$ cat src/hdl/cwk_pkg.sv
/*
  Shared constants, types and decode helpers for the clear and watchdog-kick
  execution block: opcode patterns, timing figures, status layout, register
  offsets and reset values.
  Assumes a single 25 MHz core clock that also serves as the oscillator.
*/
`default_nettype none

package cwk_pkg;

  // ==========================================================================
  // Widths and opcode patterns
  localparam int CWK_INSTR_W = 14;
  localparam int CWK_DATA_W = 8;
  localparam int CWK_FADDR_W = 7;
  localparam int CWK_IRQ_W = 4;
  // Upper seven opcode bits for the clears, address or don't-care below; kick is a full 14-bit word
  localparam logic [6:0] CWK_OPC_CLR_FILE = 7'h03;
  localparam logic [6:0] CWK_OPC_CLR_ACC = 7'h02;
  localparam logic [13:0] CWK_OPC_KICK = 14'h0064;
  localparam logic [7:0] CWK_ZERO_BYTE = 8'h00;

  // ==========================================================================
  // Timing
  localparam int CWK_CLK_HZ = 25_000_000;
  localparam int CWK_WDOG_NOM_MS = 18;
  localparam int CWK_WDOG_MIN_MS = 7;
  localparam int CWK_WDOG_MAX_MS = 33;
  localparam int CWK_WDOG_NOM_CYC = CWK_WDOG_NOM_MS * (CWK_CLK_HZ / 1000);
  localparam int CWK_WDOG_MIN_CYC = (CWK_WDOG_MIN_MS * CWK_CLK_HZ + 999) / 1000;
  localparam int CWK_WDOG_MAX_CYC = (CWK_WDOG_MAX_MS * CWK_CLK_HZ) / 1000;
  localparam int CWK_WDOG_STEPS = 256;
  localparam int CWK_PHASES = 4;

  // ==========================================================================
  // Status byte layout and reset values
  localparam int CWK_ST_C = 0;
  localparam int CWK_ST_DC = 1;
  localparam int CWK_ST_Z = 2;
  localparam int CWK_ST_PWRDN_N = 3;
  localparam int CWK_ST_EXPIRY_N = 4;
  localparam logic [7:0] CWK_STATUS_RST = 8'h18;
  localparam logic [7:0] CWK_STATUS_SW_MASK = 8'h03;
  localparam logic [7:0] CWK_ACC_RST = 8'h00;

  // ==========================================================================
  // Control register fields
  localparam int CWK_CT_OSC = 0;
  localparam int CWK_CT_WDEN = 1;
  localparam int CWK_CT_PSEL = 2;
  localparam int CWK_CTRL_W = 5;
  localparam logic [4:0] CWK_CTRL_RST = 5'h03;

  // ==========================================================================
  // Interrupt bits
  localparam int CWK_IRQ_CLR_FILE = 0;
  localparam int CWK_IRQ_CLR_ACC = 1;
  localparam int CWK_IRQ_KICK = 2;
  localparam int CWK_IRQ_WDOG = 3;
  localparam logic [3:0] CWK_IMASK_RST = 4'h0;
  localparam logic [3:0] CWK_ISTAT_RST = 4'h0;

  // ==========================================================================
  // Register byte offsets
  localparam logic [4:0] CWK_OFF_CTRL = 5'h00;
  localparam logic [4:0] CWK_OFF_STATUS = 5'h04;
  localparam logic [4:0] CWK_OFF_ACCUM = 5'h08;
  localparam logic [4:0] CWK_OFF_WDOG = 5'h0C;
  localparam logic [4:0] CWK_OFF_ISTAT = 5'h10;
  localparam logic [4:0] CWK_OFF_IMASK = 5'h14;

  // ==========================================================================
  // Types
  typedef enum logic [1:0] {CWK_Q1, CWK_Q2, CWK_Q3, CWK_Q4} cwk_phase_e;
  typedef enum logic [1:0] {CWK_OP_NONE, CWK_OP_CLR_FILE, CWK_OP_CLR_ACC, CWK_OP_KICK} cwk_op_e;

  // Opcode classification shared by execution and checks
  function automatic cwk_op_e cwk_decode(input logic [13:0] w);
    cwk_op_e op;
    op = CWK_OP_NONE;
    if (w[13:7] == CWK_OPC_CLR_FILE)
      op = CWK_OP_CLR_FILE;
    else if (w[13:7] == CWK_OPC_CLR_ACC)
      op = CWK_OP_CLR_ACC;
    else if (w == CWK_OPC_KICK)
      op = CWK_OP_KICK;
    return op;
  endfunction

endpackage

`default_nettype wire

$ cat src/hdl/cwk_phase_gen.sv
/*
  Four-phase instruction-cycle sequencer with the cycle clock output.
  Assumes the oscillator is the block clock and osc_mode comes from logic
  on that same clock.
*/
`default_nettype none

module cwk_phase_gen
  import cwk_pkg::*;
(
  input wire logic ref_clk,
  input wire logic nrst,
  input wire logic osc_mode,
  output var cwk_pkg::cwk_phase_e phase,
  output logic cycle_clock_output
);

  cwk_phase_e next_phase;

  // ==========================================================================
  // Phase sequence
  always_comb
  begin
    case (phase)
      CWK_Q1: next_phase = CWK_Q2;
      CWK_Q2: next_phase = CWK_Q3;
      CWK_Q3: next_phase = CWK_Q4;
      CWK_Q4: next_phase = CWK_Q1;
      default: next_phase = CWK_Q1;
    endcase
  end

  // Phase register and divide-by-four clock, high in Q3 and Q4
  always_ff @(posedge ref_clk)
  begin
    if (!nrst)
    begin
      phase <= CWK_Q1;
      cycle_clock_output <= 1'b0;
    end
    else
    begin
      phase <= next_phase;
      cycle_clock_output <= osc_mode && (next_phase == CWK_Q3 || next_phase == CWK_Q4);
    end
  end

endmodule

`default_nettype wire

$ cat src/hdl/cwk_exec.sv
/*
  Execution logic for the clear-file, clear-accumulator and watchdog-kick
  instructions, with watchdog chain, status flags, interrupt and an
  Avalon-MM register slave.
  Assumes the core presents instructions on ref_clk at phase Q1, and that
  sleep_active and ext_reset_req come from logic on the same clock.
*/
// Function
// - Clear-file zeroes the addressed file register and sets the zero flag.
// - Clear-accumulator zeroes the accumulator and sets the zero flag.
// - Watchdog kick zeroes the watchdog counter in the fourth phase.
// - Watchdog kick also zeroes the prescaler so the chain restarts fully.
// - Watchdog kick sets the expiry and power-down flags (active low) to one.
// - Each clear instruction is one word and completes in one four-phase cycle.
// - Unprescaled watchdog expiry is nominally 18 ms, range 7 to 33 ms, as a parameter.
// - In RC oscillator mode the cycle clock output runs at four oscillator periods.
// - Expiry and power-down flags take distinct values for each reset kind except an external reset while awake, which leaves them unchanged.
`default_nettype none

module cwk_exec
  import cwk_pkg::*;
#(
  parameter int WDOG_TIMEOUT_CYC = CWK_WDOG_NOM_CYC
)
(
  input wire logic ref_clk,
  input wire logic nrst,
  input wire logic [4:0] avs_address,
  input wire logic avs_read,
  input wire logic avs_write,
  input wire logic [31:0] avs_writedata,
  output logic [31:0] avs_readdata,
  output logic avs_waitrequest,
  output logic irq,
  input wire logic instr_valid,
  input wire logic [cwk_pkg::CWK_INSTR_W-1:0] instr_word,
  output logic instr_ready,
  output logic instr_done,
  input wire logic sleep_active,
  input wire logic ext_reset_req,
  output logic file_rd_en,
  output logic file_wr_en,
  output logic [cwk_pkg::CWK_FADDR_W-1:0] file_addr,
  output logic [cwk_pkg::CWK_DATA_W-1:0] file_wr_data,
  output logic [cwk_pkg::CWK_DATA_W-1:0] accumulator,
  output logic [7:0] status_flags,
  output logic [7:0] watchdog_counter,
  output logic watchdog_reset,
  output logic cycle_clock_output,
  output var cwk_pkg::cwk_phase_e phase
);

  // ==========================================================================
  // Watchdog divider sizing
  localparam int DIV_RAW = WDOG_TIMEOUT_CYC / CWK_WDOG_STEPS;
  localparam int DIV_LIM = (DIV_RAW > 1) ? DIV_RAW : 1;
  localparam int DIV_W = (DIV_LIM > 1) ? $clog2(DIV_LIM) : 1;
  localparam logic [DIV_W-1:0] DIV_LAST = DIV_W'(DIV_LIM - 1);

  logic [CWK_INSTR_W-1:0] ir;
  logic ir_valid;
  logic [CWK_CTRL_W-1:0] ctrl;
  logic [CWK_IRQ_W-1:0] istat;
  logic [CWK_IRQ_W-1:0] imask;
  logic [7:0] prescaler;
  logic [DIV_W-1:0] base_div;
  logic bus_ack;
  logic [7:0] next_status;
  logic [31:0] rd_word;

  // ==========================================================================
  // Phase sequencer
  cwk_phase_gen u_phase
  (
    .ref_clk(ref_clk),
    .nrst(nrst),
    .osc_mode(ctrl[CWK_CT_OSC]),
    .phase(phase),
    .cycle_clock_output(cycle_clock_output)
  );

  // ==========================================================================
  // Instruction capture and decode
  cwk_op_e ir_op;
  wire exec_q4 = ir_valid && (phase == CWK_Q4);
  wire do_clr_file = exec_q4 && (ir_op == CWK_OP_CLR_FILE);
  wire do_clr_acc = exec_q4 && (ir_op == CWK_OP_CLR_ACC);
  wire do_kick = exec_q4 && (ir_op == CWK_OP_KICK);

  assign ir_op = cwk_decode(ir);
  assign instr_ready = (phase == CWK_Q1);
  assign instr_done = exec_q4 && (ir_op != CWK_OP_NONE);

  // Word taken only in Q1, so one word per four-phase cycle
  always_ff @(posedge ref_clk)
  begin
    if (!nrst)
    begin
      ir <= 14'h0000;
      ir_valid <= 1'b0;
    end
    else if (phase == CWK_Q1)
    begin
      ir <= instr_word;
      ir_valid <= instr_valid;
    end
  end

  // ==========================================================================
  // File register port; address comes straight from the captured word
  assign file_addr = ir[CWK_FADDR_W-1:0];
  assign file_rd_en = ir_valid && (phase == CWK_Q2) && (ir_op == CWK_OP_CLR_FILE);
  assign file_wr_en = do_clr_file;
  assign file_wr_data = CWK_ZERO_BYTE;

  // ==========================================================================
  // Avalon decode; one wait cycle, so read data settle before release
  wire bus_req = avs_read || avs_write;
  wire wr_fire = avs_write && bus_ack;
  wire rd_load = avs_read && !bus_ack;
  wire sel_ctrl = (avs_address == CWK_OFF_CTRL);
  wire sel_status = (avs_address == CWK_OFF_STATUS);
  wire sel_accum = (avs_address == CWK_OFF_ACCUM);
  wire sel_wdog = (avs_address == CWK_OFF_WDOG);
  wire sel_istat = (avs_address == CWK_OFF_ISTAT);
  wire sel_imask = (avs_address == CWK_OFF_IMASK);
  wire wr_ctrl = wr_fire && sel_ctrl;
  wire wr_status = wr_fire && sel_status;
  wire wr_accum = wr_fire && sel_accum;
  wire wr_istat = wr_fire && sel_istat;
  wire wr_imask = wr_fire && sel_imask;

  assign avs_waitrequest = bus_req && !bus_ack;

  // Read selection, unmapped reads give zero
  assign rd_word = sel_ctrl ? {27'h0000000, ctrl} :
                   sel_status ? {24'h000000, status_flags} :
                   sel_accum ? {24'h000000, accumulator} :
                   sel_wdog ? {16'h0000, prescaler, watchdog_counter} :
                   sel_istat ? {28'h0000000, istat} :
                   sel_imask ? {28'h0000000, imask} : 32'h00000000;

  // Acknowledge and read data register
  always_ff @(posedge ref_clk)
  begin
    if (!nrst)
    begin
      bus_ack <= 1'b0;
      avs_readdata <= 32'h00000000;
    end
    else
    begin
      bus_ack <= bus_req && !bus_ack;
      if (rd_load)
        avs_readdata <= rd_word;
    end
  end

  // Control and mask registers
  always_ff @(posedge ref_clk)
  begin
    if (!nrst)
    begin
      ctrl <= CWK_CTRL_RST;
      imask <= CWK_IMASK_RST;
    end
    else
    begin
      if (wr_ctrl)
        ctrl <= avs_writedata[CWK_CTRL_W-1:0];
      if (wr_imask)
        imask <= avs_writedata[CWK_IRQ_W-1:0];
    end
  end

  // ==========================================================================
  // Watchdog chain: base divider, prescaler, 8-bit counter
  wire [2:0] psel = ctrl[CWK_CT_PSEL +: 3];
  wire [7:0] presc_mask = 8'((16'h0001 << psel) - 16'h0001);
  wire base_tick = (base_div == DIV_LAST);
  wire presc_tick = base_tick && (prescaler == presc_mask);
  // A kick or external reset in the expiry cycle wins: the chain was just restarted
  wire chain_restart = do_kick || ext_reset_req || !ctrl[CWK_CT_WDEN];
  wire wdog_expire = presc_tick && (watchdog_counter == 8'hFF) && !chain_restart;

  always_ff @(posedge ref_clk)
  begin
    if (!nrst || chain_restart)
    begin
      base_div <= '0;
      prescaler <= 8'h00;
      watchdog_counter <= 8'h00;
    end
    else
    begin
      base_div <= base_tick ? '0 : base_div + DIV_W'(1);
      if (presc_tick)
        prescaler <= 8'h00;
      else if (base_tick)
        prescaler <= prescaler + 8'h01;
      if (presc_tick)
        watchdog_counter <= watchdog_counter + 8'h01;
    end
  end

  // ==========================================================================
  // Status flags; reset-kind coding and instruction effects
  always_comb
  begin
    next_status = status_flags;
    if (wr_status)
      next_status = (status_flags & ~CWK_STATUS_SW_MASK) |
                    (avs_writedata[7:0] & CWK_STATUS_SW_MASK);
    if (do_clr_file || do_clr_acc)
      next_status[CWK_ST_Z] = 1'b1;
    if (do_kick)
    begin
      next_status[CWK_ST_EXPIRY_N] = 1'b1;
      next_status[CWK_ST_PWRDN_N] = 1'b1;
    end
    if (wdog_expire)
    begin
      next_status[CWK_ST_EXPIRY_N] = 1'b0;
      next_status[CWK_ST_PWRDN_N] = !sleep_active;
    end
    if (ext_reset_req && sleep_active)
    begin
      next_status[CWK_ST_EXPIRY_N] = 1'b1;
      next_status[CWK_ST_PWRDN_N] = 1'b0;
    end
  end

  // Power-on reset codes both flags high
  always_ff @(posedge ref_clk)
  begin
    if (!nrst)
      status_flags <= CWK_STATUS_RST;
    else
      status_flags <= next_status;
  end

  // Accumulator; hardware clear beats a same-cycle software write
  always_ff @(posedge ref_clk)
  begin
    if (!nrst)
      accumulator <= CWK_ACC_RST;
    else if (do_clr_acc)
      accumulator <= CWK_ZERO_BYTE;
    else if (wr_accum)
      accumulator <= avs_writedata[7:0];
  end

  // Watchdog reset pulse, only when awake; asleep it is a wake-up
  always_ff @(posedge ref_clk)
  begin
    if (!nrst)
      watchdog_reset <= 1'b0;
    else
      watchdog_reset <= wdog_expire && !sleep_active;
  end

  // ==========================================================================
  // Interrupt status, set wins over write-one-to-clear
  wire [CWK_IRQ_W-1:0] irq_set = {wdog_expire, do_kick, do_clr_acc, do_clr_file};
  wire [CWK_IRQ_W-1:0] irq_clr = wr_istat ? avs_writedata[CWK_IRQ_W-1:0] : 4'h0;

  always_ff @(posedge ref_clk)
  begin
    if (!nrst)
      istat <= CWK_ISTAT_RST;
    else
      istat <= (istat & ~irq_clr) | irq_set;
  end

  assign irq = |(istat & imask);
endmodule

`default_nettype wire

$ cat config.mk
export PLATFORM = sky130hd
export DESIGN_NAME = cwk_exec
export DESIGN_NICKNAME = d
export VERILOG_FILES = /design/src/hdl/cwk_pkg.sv /design/src/hdl/cwk_phase_gen.sv /design/src/hdl/cwk_exec.sv
export SDC_FILE = /design/constraint.sdc
export NUM_CORES = 1
export LEC_CHECK = 0
export BUFFER_PORTS_ARGS = -buffer_cell sky130_fd_sc_hd__buf_4
export CORE_ASPECT_RATIO = 2
export CORE_UTILIZATION = 55
export DETAILED_ROUTE_END_ITERATION = 7
export MAX_ROUTING_LAYER = met4
export PLACE_DENSITY_LB_ADDON = 0.15
export SLEW_MARGIN = 10
export SYNTH_ARGS = -nofsm -noshare
export SYNTH_HDL_FRONTEND = slang
export SYNTH_SLANG_ARGS = --single-unit
$ cat constraint.sdc
create_clock -name ref_clk -period 3.6 [get_ports ref_clk]
set_clock_uncertainty 0.05 [all_clocks]
set_input_delay 0.72 -clock ref_clk [delete_from_list [all_inputs] [get_ports ref_clk]]
set_output_delay 0.72 -clock ref_clk [all_outputs]
set_load 0.02 [all_outputs]
==> results of run 1 <==
layout make-up:
class | instances | area [um2]
timing repair buffer | 90 | 675.6
clock inverter | 4 | 20.02
fill | 652 | 2467
tap | 94 | 117.6
clock buffer | 11 | 242.7
sequential | 89 | 1782
multi-input combinational | 364 | 2292
inverter | 16 | 60.06
logic make-up after synthesis:
family,count (synthesis)
and+or+nand+nor,192
DFF,89
AOI/OAI and AO/OA,76
buffers and inverters,71
muxes,43
xor gates and xnor gates,17
adders and majority gates,9
other,1
per-layer routing:
| metal | GRT usage | share of wire | vias up |
|---|---|---|---|
| met3 | 0.05872 | 0.049 | 28 |
| met4 | 0.1419 | 0.040 | 0 |
| met1 | 0.2592 | 0.38 | 1702 |
| li1 | - | - | 1786 |
| met5 | - | 0 | - |
| met2 | 0.4847 | 0.54 | 111 |
registers in the layout, indices dropped and copies added, names as in the netlist, 2 cells and up:
name and flops:
accumulator 8, avs_readdata 16, base_div 11, ctrl 5
imask 4, ir 14, istat 4, prescaler 8
status_flags 5, u_phase.phase 2, watchdog_counter 8
synth_stat cells, drive strengths merged (2+ instances only):
library cell,number
a22oi,3
nor3,10
clkbuf,16
and2,5
nand2,33
nor2b,38
nand3,19
or3,7
mux2,3
nand3b,3
a21boi,10
or2,2
nor2,49
and3,4
nand2b,6
nor4,5
a21oi,29
ha,8
inv,16
dfxtp,89
nand4,8
xor2,7
a221o,5
o2111ai,2
buf,39
nor4bb,2
mux2i,40
o21ai,17
xnor2,10
stage by stage:
| step | utilization | total power, mW | hold slack [ps] | std cells |
|---|---|---|---|---|
| floorplan | - | 1.394 | 379.7 | 524 |
| global placement | 0.6435 | 1.484 | 391.6 | 653 |
| detailed placement | 0.6435 | 1.493 | 400.7 | 653 |
| CTS | 0.6778 | 2.323 | 413.8 | 668 |
| global route | 0.6778 | 2.403 | 432.4 | 668 |
| finish | 0.6778 | 2.301 | 409.6 | 668 |
final timing paths:
| check | startpoint | depth (start not counted) | to |
|---|---|---|---|
| worst max-delay path | ir[9] | 4 | file_wr_en |
| worst max register to register | ctrl[3] | 6 | watchdog_counter[4] |
| worst min-delay path | base_div[0] | 1 | base_div[0] |
| worst min register to register | base_div[0] | 1 | base_div[0] |
placed cells by master, fill, tap and decap left out, drive strengths merged, types with 4 or more instances in the layout:
master and instances:
buf 90, dfxtp 89, nor2 49, mux2i 40
nor2b 38, nand2 33, a21oi 29, conb 27
nand3 19, o21ai 17, inv 16, clkbuf 11
nor3 10, xnor2 10, a21boi 10, ha 8
nand4 8, xor2 7, or3 7, nand2b 6
a221o 5, and2 5, nor4 5, and3 4
clkinv 4
where the power goes:
part           switching, mW  internal (mW)  leakage (nW)
logic                  0.224          0.170          1.23
registers             0.0383           1.04         0.723
clock network          0.356          0.477         0.135
==> results.tsv, run 1 <==
stage	metric	value	unit
die	Initial Util	0.5727	
global_route	initial antenna violation count	0	
finish	Layout area overhead	18.35	%
yosys	EDFF count, synth	0	
clock_network	Resized Gates After CTS	0	
yosys	async set-reset flop share out of synthesis	0	
finish	ANT cells	0	
critical_path	CP peak stage delay	540	ps
critical_path	FF-to-FF setup slack	1280	ps
clock_network	Root Buffer	clkbuf_16	
placement	post-DP HPWL	7896	um
timing	setup slack after layout	896.3	ps
global_route	pin count of the biggest net entering global routing	57	
yosys	largest family of logic cells by synthesized area	simple AND/OR/NAND/NOR gates	
timing	final hold violations	0	
yosys	Ys Warns	0	
yosys	Synth Area in XOR/XNOR	0.03395	
routing	Total Wirelength	10550	um
status	status	finished, final reports clean	
placement	DP Area	0.004927	mm2
finish	final instance area	0.005190	mm2
power	cell area power density	443.4	mW/mm2
routing	WL/cell	15.79	um
critical_path	Slowest-stage cell, CP	nor4_1	
finish	share of layout cells above drive strength 1	0.2038	
die	row cnt	45	
clock_network	clock-pin slew of the registers on the worst-case setup and hold paths	60	ps
clock_network	clk buf depth	2	
yosys	Compound-Gate Fraction of Synth Area	0.1110	
global_route	total global routing overflow	0	
yosys	synth top area cells	dfxtp_1, mux2i_1, buf_4, nor2b_1, nor2_1	
routing	ANT nets after route	0	
yosys	Synth area leader	dfxtp_1	
yosys	Simple-Gate Fraction of Synth Area	0.2305	
yosys	top-area cell type share of the netlist area	0.4063	
global_route	number of global-route vias before repair	3371	
clock_network	# clock sinks	89	
timing	Setup TNS	0	ps
critical_path	crit end category	output port	
critical_path	arrival time worst endpoint	1930	ps
critical_path	Setup CP Type	reg2out	
critical_path	crit path buf inv count	1	
die	Die H	128.3	um
die	chip width	65.14	um
routing	vias post-DR	3627	
clock_network	number of buffers created by CTS	9	
yosys	Post-Synthesis Cells	498	
timing	RSZ-0062 raised after global routing	no	
timing	Tcrit/Tclk final	0.7510	
routing	initial drt markers	232	
placement	Setup Slack @ Placement	973.2	ps
power	Pleak	2.088	nW
timing	Fmax	0.3699	GHz
critical_path	Worst setup SP type	flip-flop	
routing	vias per cell	5.430	
yosys	adder-cell share of the synthesized area	0.02511	
routing	DRC Markers	0	
timing	Worst-Margin Slew	925.4	ps
yosys	sequential element share of the synthesized area	0.4063	
clock_network	Hold Buf Count CTS	0	
routing	Initial DRT Pass Iterations	4	
critical_path	CP required	2830	ps
yosys	Unique masters post-synth	53	
yosys	Synth Cell Area	0.004385	mm2
clock_network	H-tree levels	3	
worst_hold_path	Hold Crit Class	reg2reg	
yosys	post-synthesis mux area share	0.09900	
yosys	Yosys reg bits	89	
clock_network	clock latency on the worst-skew pair	340	ps
yosys	ys flop type	dfxtp_1	
finish	Final nets	636	
timing	Final setup viols	0	
critical_path	CP Max Fanout	4	
timing	crit path time final	2704	ps
critical_path	Cell Chain, Critical Path	nor4_1 -> nand4_1 -> nor2_1 -> buf_4	
die	core box area	0.007657	mm2
die	I/O Pins	139	
power	IR drop worst, VDD	0.4127	mV
timing	max_slew headroom	0.3818	
placement	I/O Buffers	87	
global_route	first-pass GRT wire length	16290	um
job	Maximum Capacitance Violations	0	
placement	placer congestion estimate	0.9074	
critical_path	cell family with most CP delay	simple AND/OR/NAND/NOR gates	
die	Die ar.	0.008356	mm2
clock_network	TritonCTS clock tree	done	
yosys	Synth Area per Inst	8.806	um2
global_route	Overall Global Routing Usage	0.2688	
timing	max-slew violations	0	
clock_network	post-CTS setup repair buffer count	0	
No activity file was read; power rests on OpenSTA's default activity.
==> run 2, diff against run 1 <==
Settings changed: CORE_UTILIZATION 55 to 46.
Clock period 3.6 ns to 2.2 ns, I/O delays scaled along.
==> run 2 against run 1 <==
  * The run now ends with DRC left
  * Non-clock buffer count rose by 35
  * Critical path depth rose by 1
  * Setup slack got worse by 790 ps
  * Final area rose by 6.8%
  * Final cell count rose by 6.9%
  * Combinational power rose by 72%
  * Utilization fell by 8.3 points
  * First-iteration DRC count fell by 2.6%
  * Global-route usage fell by 3.4 points
  * Sequential share of layout area fell by 2.1 points
  * Clock power rose by 93%
  * Clock-buffer cell count did not move
  * Highest routed layer unchanged
==> results.tsv, run 2 (synthesis gave the netlist of run 1 again) <==
stage	metric	value	unit	change
clock_network	Root Buffer	clkbuf_16		unchanged
routing	routed wl met2	6283	um	was 5643 um
finish	Layout area overhead	26.33	%	was 18.35%
power	IR drop worst, VDD	0.4824	mV	was 0.4127 mV
placement	I/O Buffers	87		unchanged
routing	vias per cell	5.262		was 5.430
routing	met3 WL	375	um	was 519 um
placement	placed cells	695		was 653
power	power share of the combinational group	0.167		was 0.171
power	total power	4.050	mW	was 2.301 mW
global_route	number of global-route vias before repair	3683		was 3,371
power	power share of the clock group	0.398		was 0.362
job	Maximum Capacitance Violations	0		unchanged
routing	wire length on met1	4046	um	was 3956 um
timing	Worst-Margin Slew	735.1	ps	was 925.4 ps
critical_path	CP Max Fanout	3		was 4
finish	commonest non-fill, non-tap cell in the layout	buf_4		unchanged
clock_network	number of buffers created by CTS	9		unchanged
placement	placer congestion estimate	0.9449		was 0.9074
global_route	total global routing overflow	0		unchanged
clock_network	H-tree levels	3		unchanged
clock_network	clock-pin slew of the registers on the worst-case setup and hold paths	60	ps	about the same
global_route	first-pass GRT wire length	17570	um	was 16,290 um
die	I/O Pins	139		unchanged
die	Die H	140.1	um	was 128.3 um
die	row cnt	50		was 45
worst_hold_path	Hold Crit Class	in2reg		was reg2reg
die	Initial Util	0.4705		was 0.5727
timing	max-slew violations	0		unchanged
finish	top flop regs	avs_readdata: 16 flops, ir: 14 flops, base_div: 11 flops		unchanged
placement	post-DP HPWL	8615	um	was 7896 um
status	status	finished with violations		was finished, final reports clean
critical_path	arrival time worst endpoint	1600	ps	was 1930 ps
clock_network	clk buf depth	2		unchanged
power	Pleak	2.277	nW	was 2.088 nW
critical_path	CP required	1710	ps	was 2830 ps
routing	Total Wirelength	11140	um	was 10,550 um
timing	crit path time final	2094	ps	
global_route	Overall Global Routing Usage	0.2349		was 0.2688
finish	max reg flops	16		unchanged
power	cell area power density	731.0	mW/mm2	was 443.4 mW/mm2
status	failing checks	DRC		
routing	DRC Markers	12		was 0
timing	RSZ-0062 raised after global routing	yes		was no
power	Internal Power	2.991	mW	was 1.683 mW
timing	max_slew headroom	0.5100		was 0.3818
critical_path	Setup CP Type	reg2out		unchanged
clock_network	TritonCTS clock tree	done		unchanged
routing	ANT nets after route	0		unchanged
global_route	pin count of the biggest net entering global routing	40		was 57
finish	most frequent cells in the layout	buf_4, dfxtp_1, nor2_1, mux2i_1, nor2b_1		unchanged
critical_path	crit end category	output port		unchanged
timing	Fmax	0.4777	GHz	
timing	Final setup viols	0		unchanged
routing	vias post-DR	3757		was 3,627
power	Seq pwr share	0.435		was 0.467
routing	WL/cell	15.60	um	was 15.79 um
finish	Finished Core Util	0.5944		was 0.6778
routing	Initial DRT Pass Iterations	7		was 4
routing	top routing layer in use	met4		unchanged
die	Die ar.	0.009952	mm2	was 0.008356 mm2
timing	final hold violations	0		unchanged
timing	Worst Hold Slack	247.1	ps	was 409.6 ps
power	reported net switching power	1.059	mW	was 0.6186 mW
finish	Final nets	671		was 636
die	core box area	0.009321	mm2	was 0.007657 mm2
timing	Tcrit/Tclk final	0.9516		
finish	ANT cells	0		unchanged
global_route	initial antenna violation count	0		unchanged
finish	final non-filler cell total	714		was 668
die	chip width	71.04	um	was 65.14 um
routing	initial drt markers	226		was 232
finish	Largest Register	avs_readdata		unchanged
critical_path	Worst setup SP type	flip-flop		unchanged
finish	share of layout cells above drive strength 1	0.2590		was 0.2038
clock_network	# clock sinks	89		unchanged
power	sw frac	0.2614		was 0.2688
clock_network	clock latency on the worst-skew pair	340	ps	about the same
[run 2: power groups by stage]
stage          Clock [mW]  Combinational [mW]  Sequential (mW)
2_1_floorplan           0               0.474             1.81
3_3_place_gp            0               0.670             1.79
3_5_place_dp            0               0.678             1.79
4_1_cts              1.64               0.679             1.76
5_1_grt              1.71               0.739             1.77
6_report             1.61               0.677             1.76
[run 2: final timing paths]
path	startpoint	endpoint	slack [ps]	cells after the start
setup / recovery	ir[9]	file_wr_en	110	5
hold / removal	sleep_active	watchdog_reset	250	2
setup reg to reg	base_div[0]	watchdog_counter[4]	120	8
hold reg to reg	avs_readdata[13]	avs_readdata[13]	410	2
[run 2: layout make-up]
| type | instances | area (um2) |
|---|---|---|
| fillers | 874 | 3781 |
| flip-flops and latches | 89 | 1783 |
| clock buffers | 11 | 232.7 |
| repair buffers | 125 | 938.4 |
| well taps | 104 | 130.1 |
| inverters | 16 | 60.06 |
| multi-input cells | 364 | 2316 |
| clock inverters | 5 | 80.08 |
[run 2: what timing repair did]
| item | in CTS | in global routing |
|---|---|---|
| setup buffers | 0 | 3 |
| endpoints found under the setup margin | 4 | 7 |
| hold buffers | 0 | 0 |
| gates cloned | 0 | 0 |
| pin swaps | 0 | 2 |
| resized for setup | 1 | 6 |
[run 2: routing by layer]
layer  global-route usage  vias to the layer above
met2               0.4494                      100
li1                     -                     1865
met4               0.1053                        0
met3              0.03885                       29
met1               0.2221                     1763
met5                    -                        -
[run 2: through the flow]
stage / setup slack, ps / area [um2] / TNS [ps]
floorplan: 157.4 / 4483 / 0
global placement: 68.32 / 5180 / 0
detailed placement: -2.534 / 5180 / -4.459
CTS: 58.84 / 5502 / 0
global route: -2.398 / 5540 / -2.978
finish: 106.5 / 5540 / 0
[run 2: worst max-delay path, cell delays in order, from the launching register on]
cell and delay, ps:
dfxtp_1 320, nor4_2 260, buf_4 170, nand4_1 180
nor2_2 170, buf_4 160
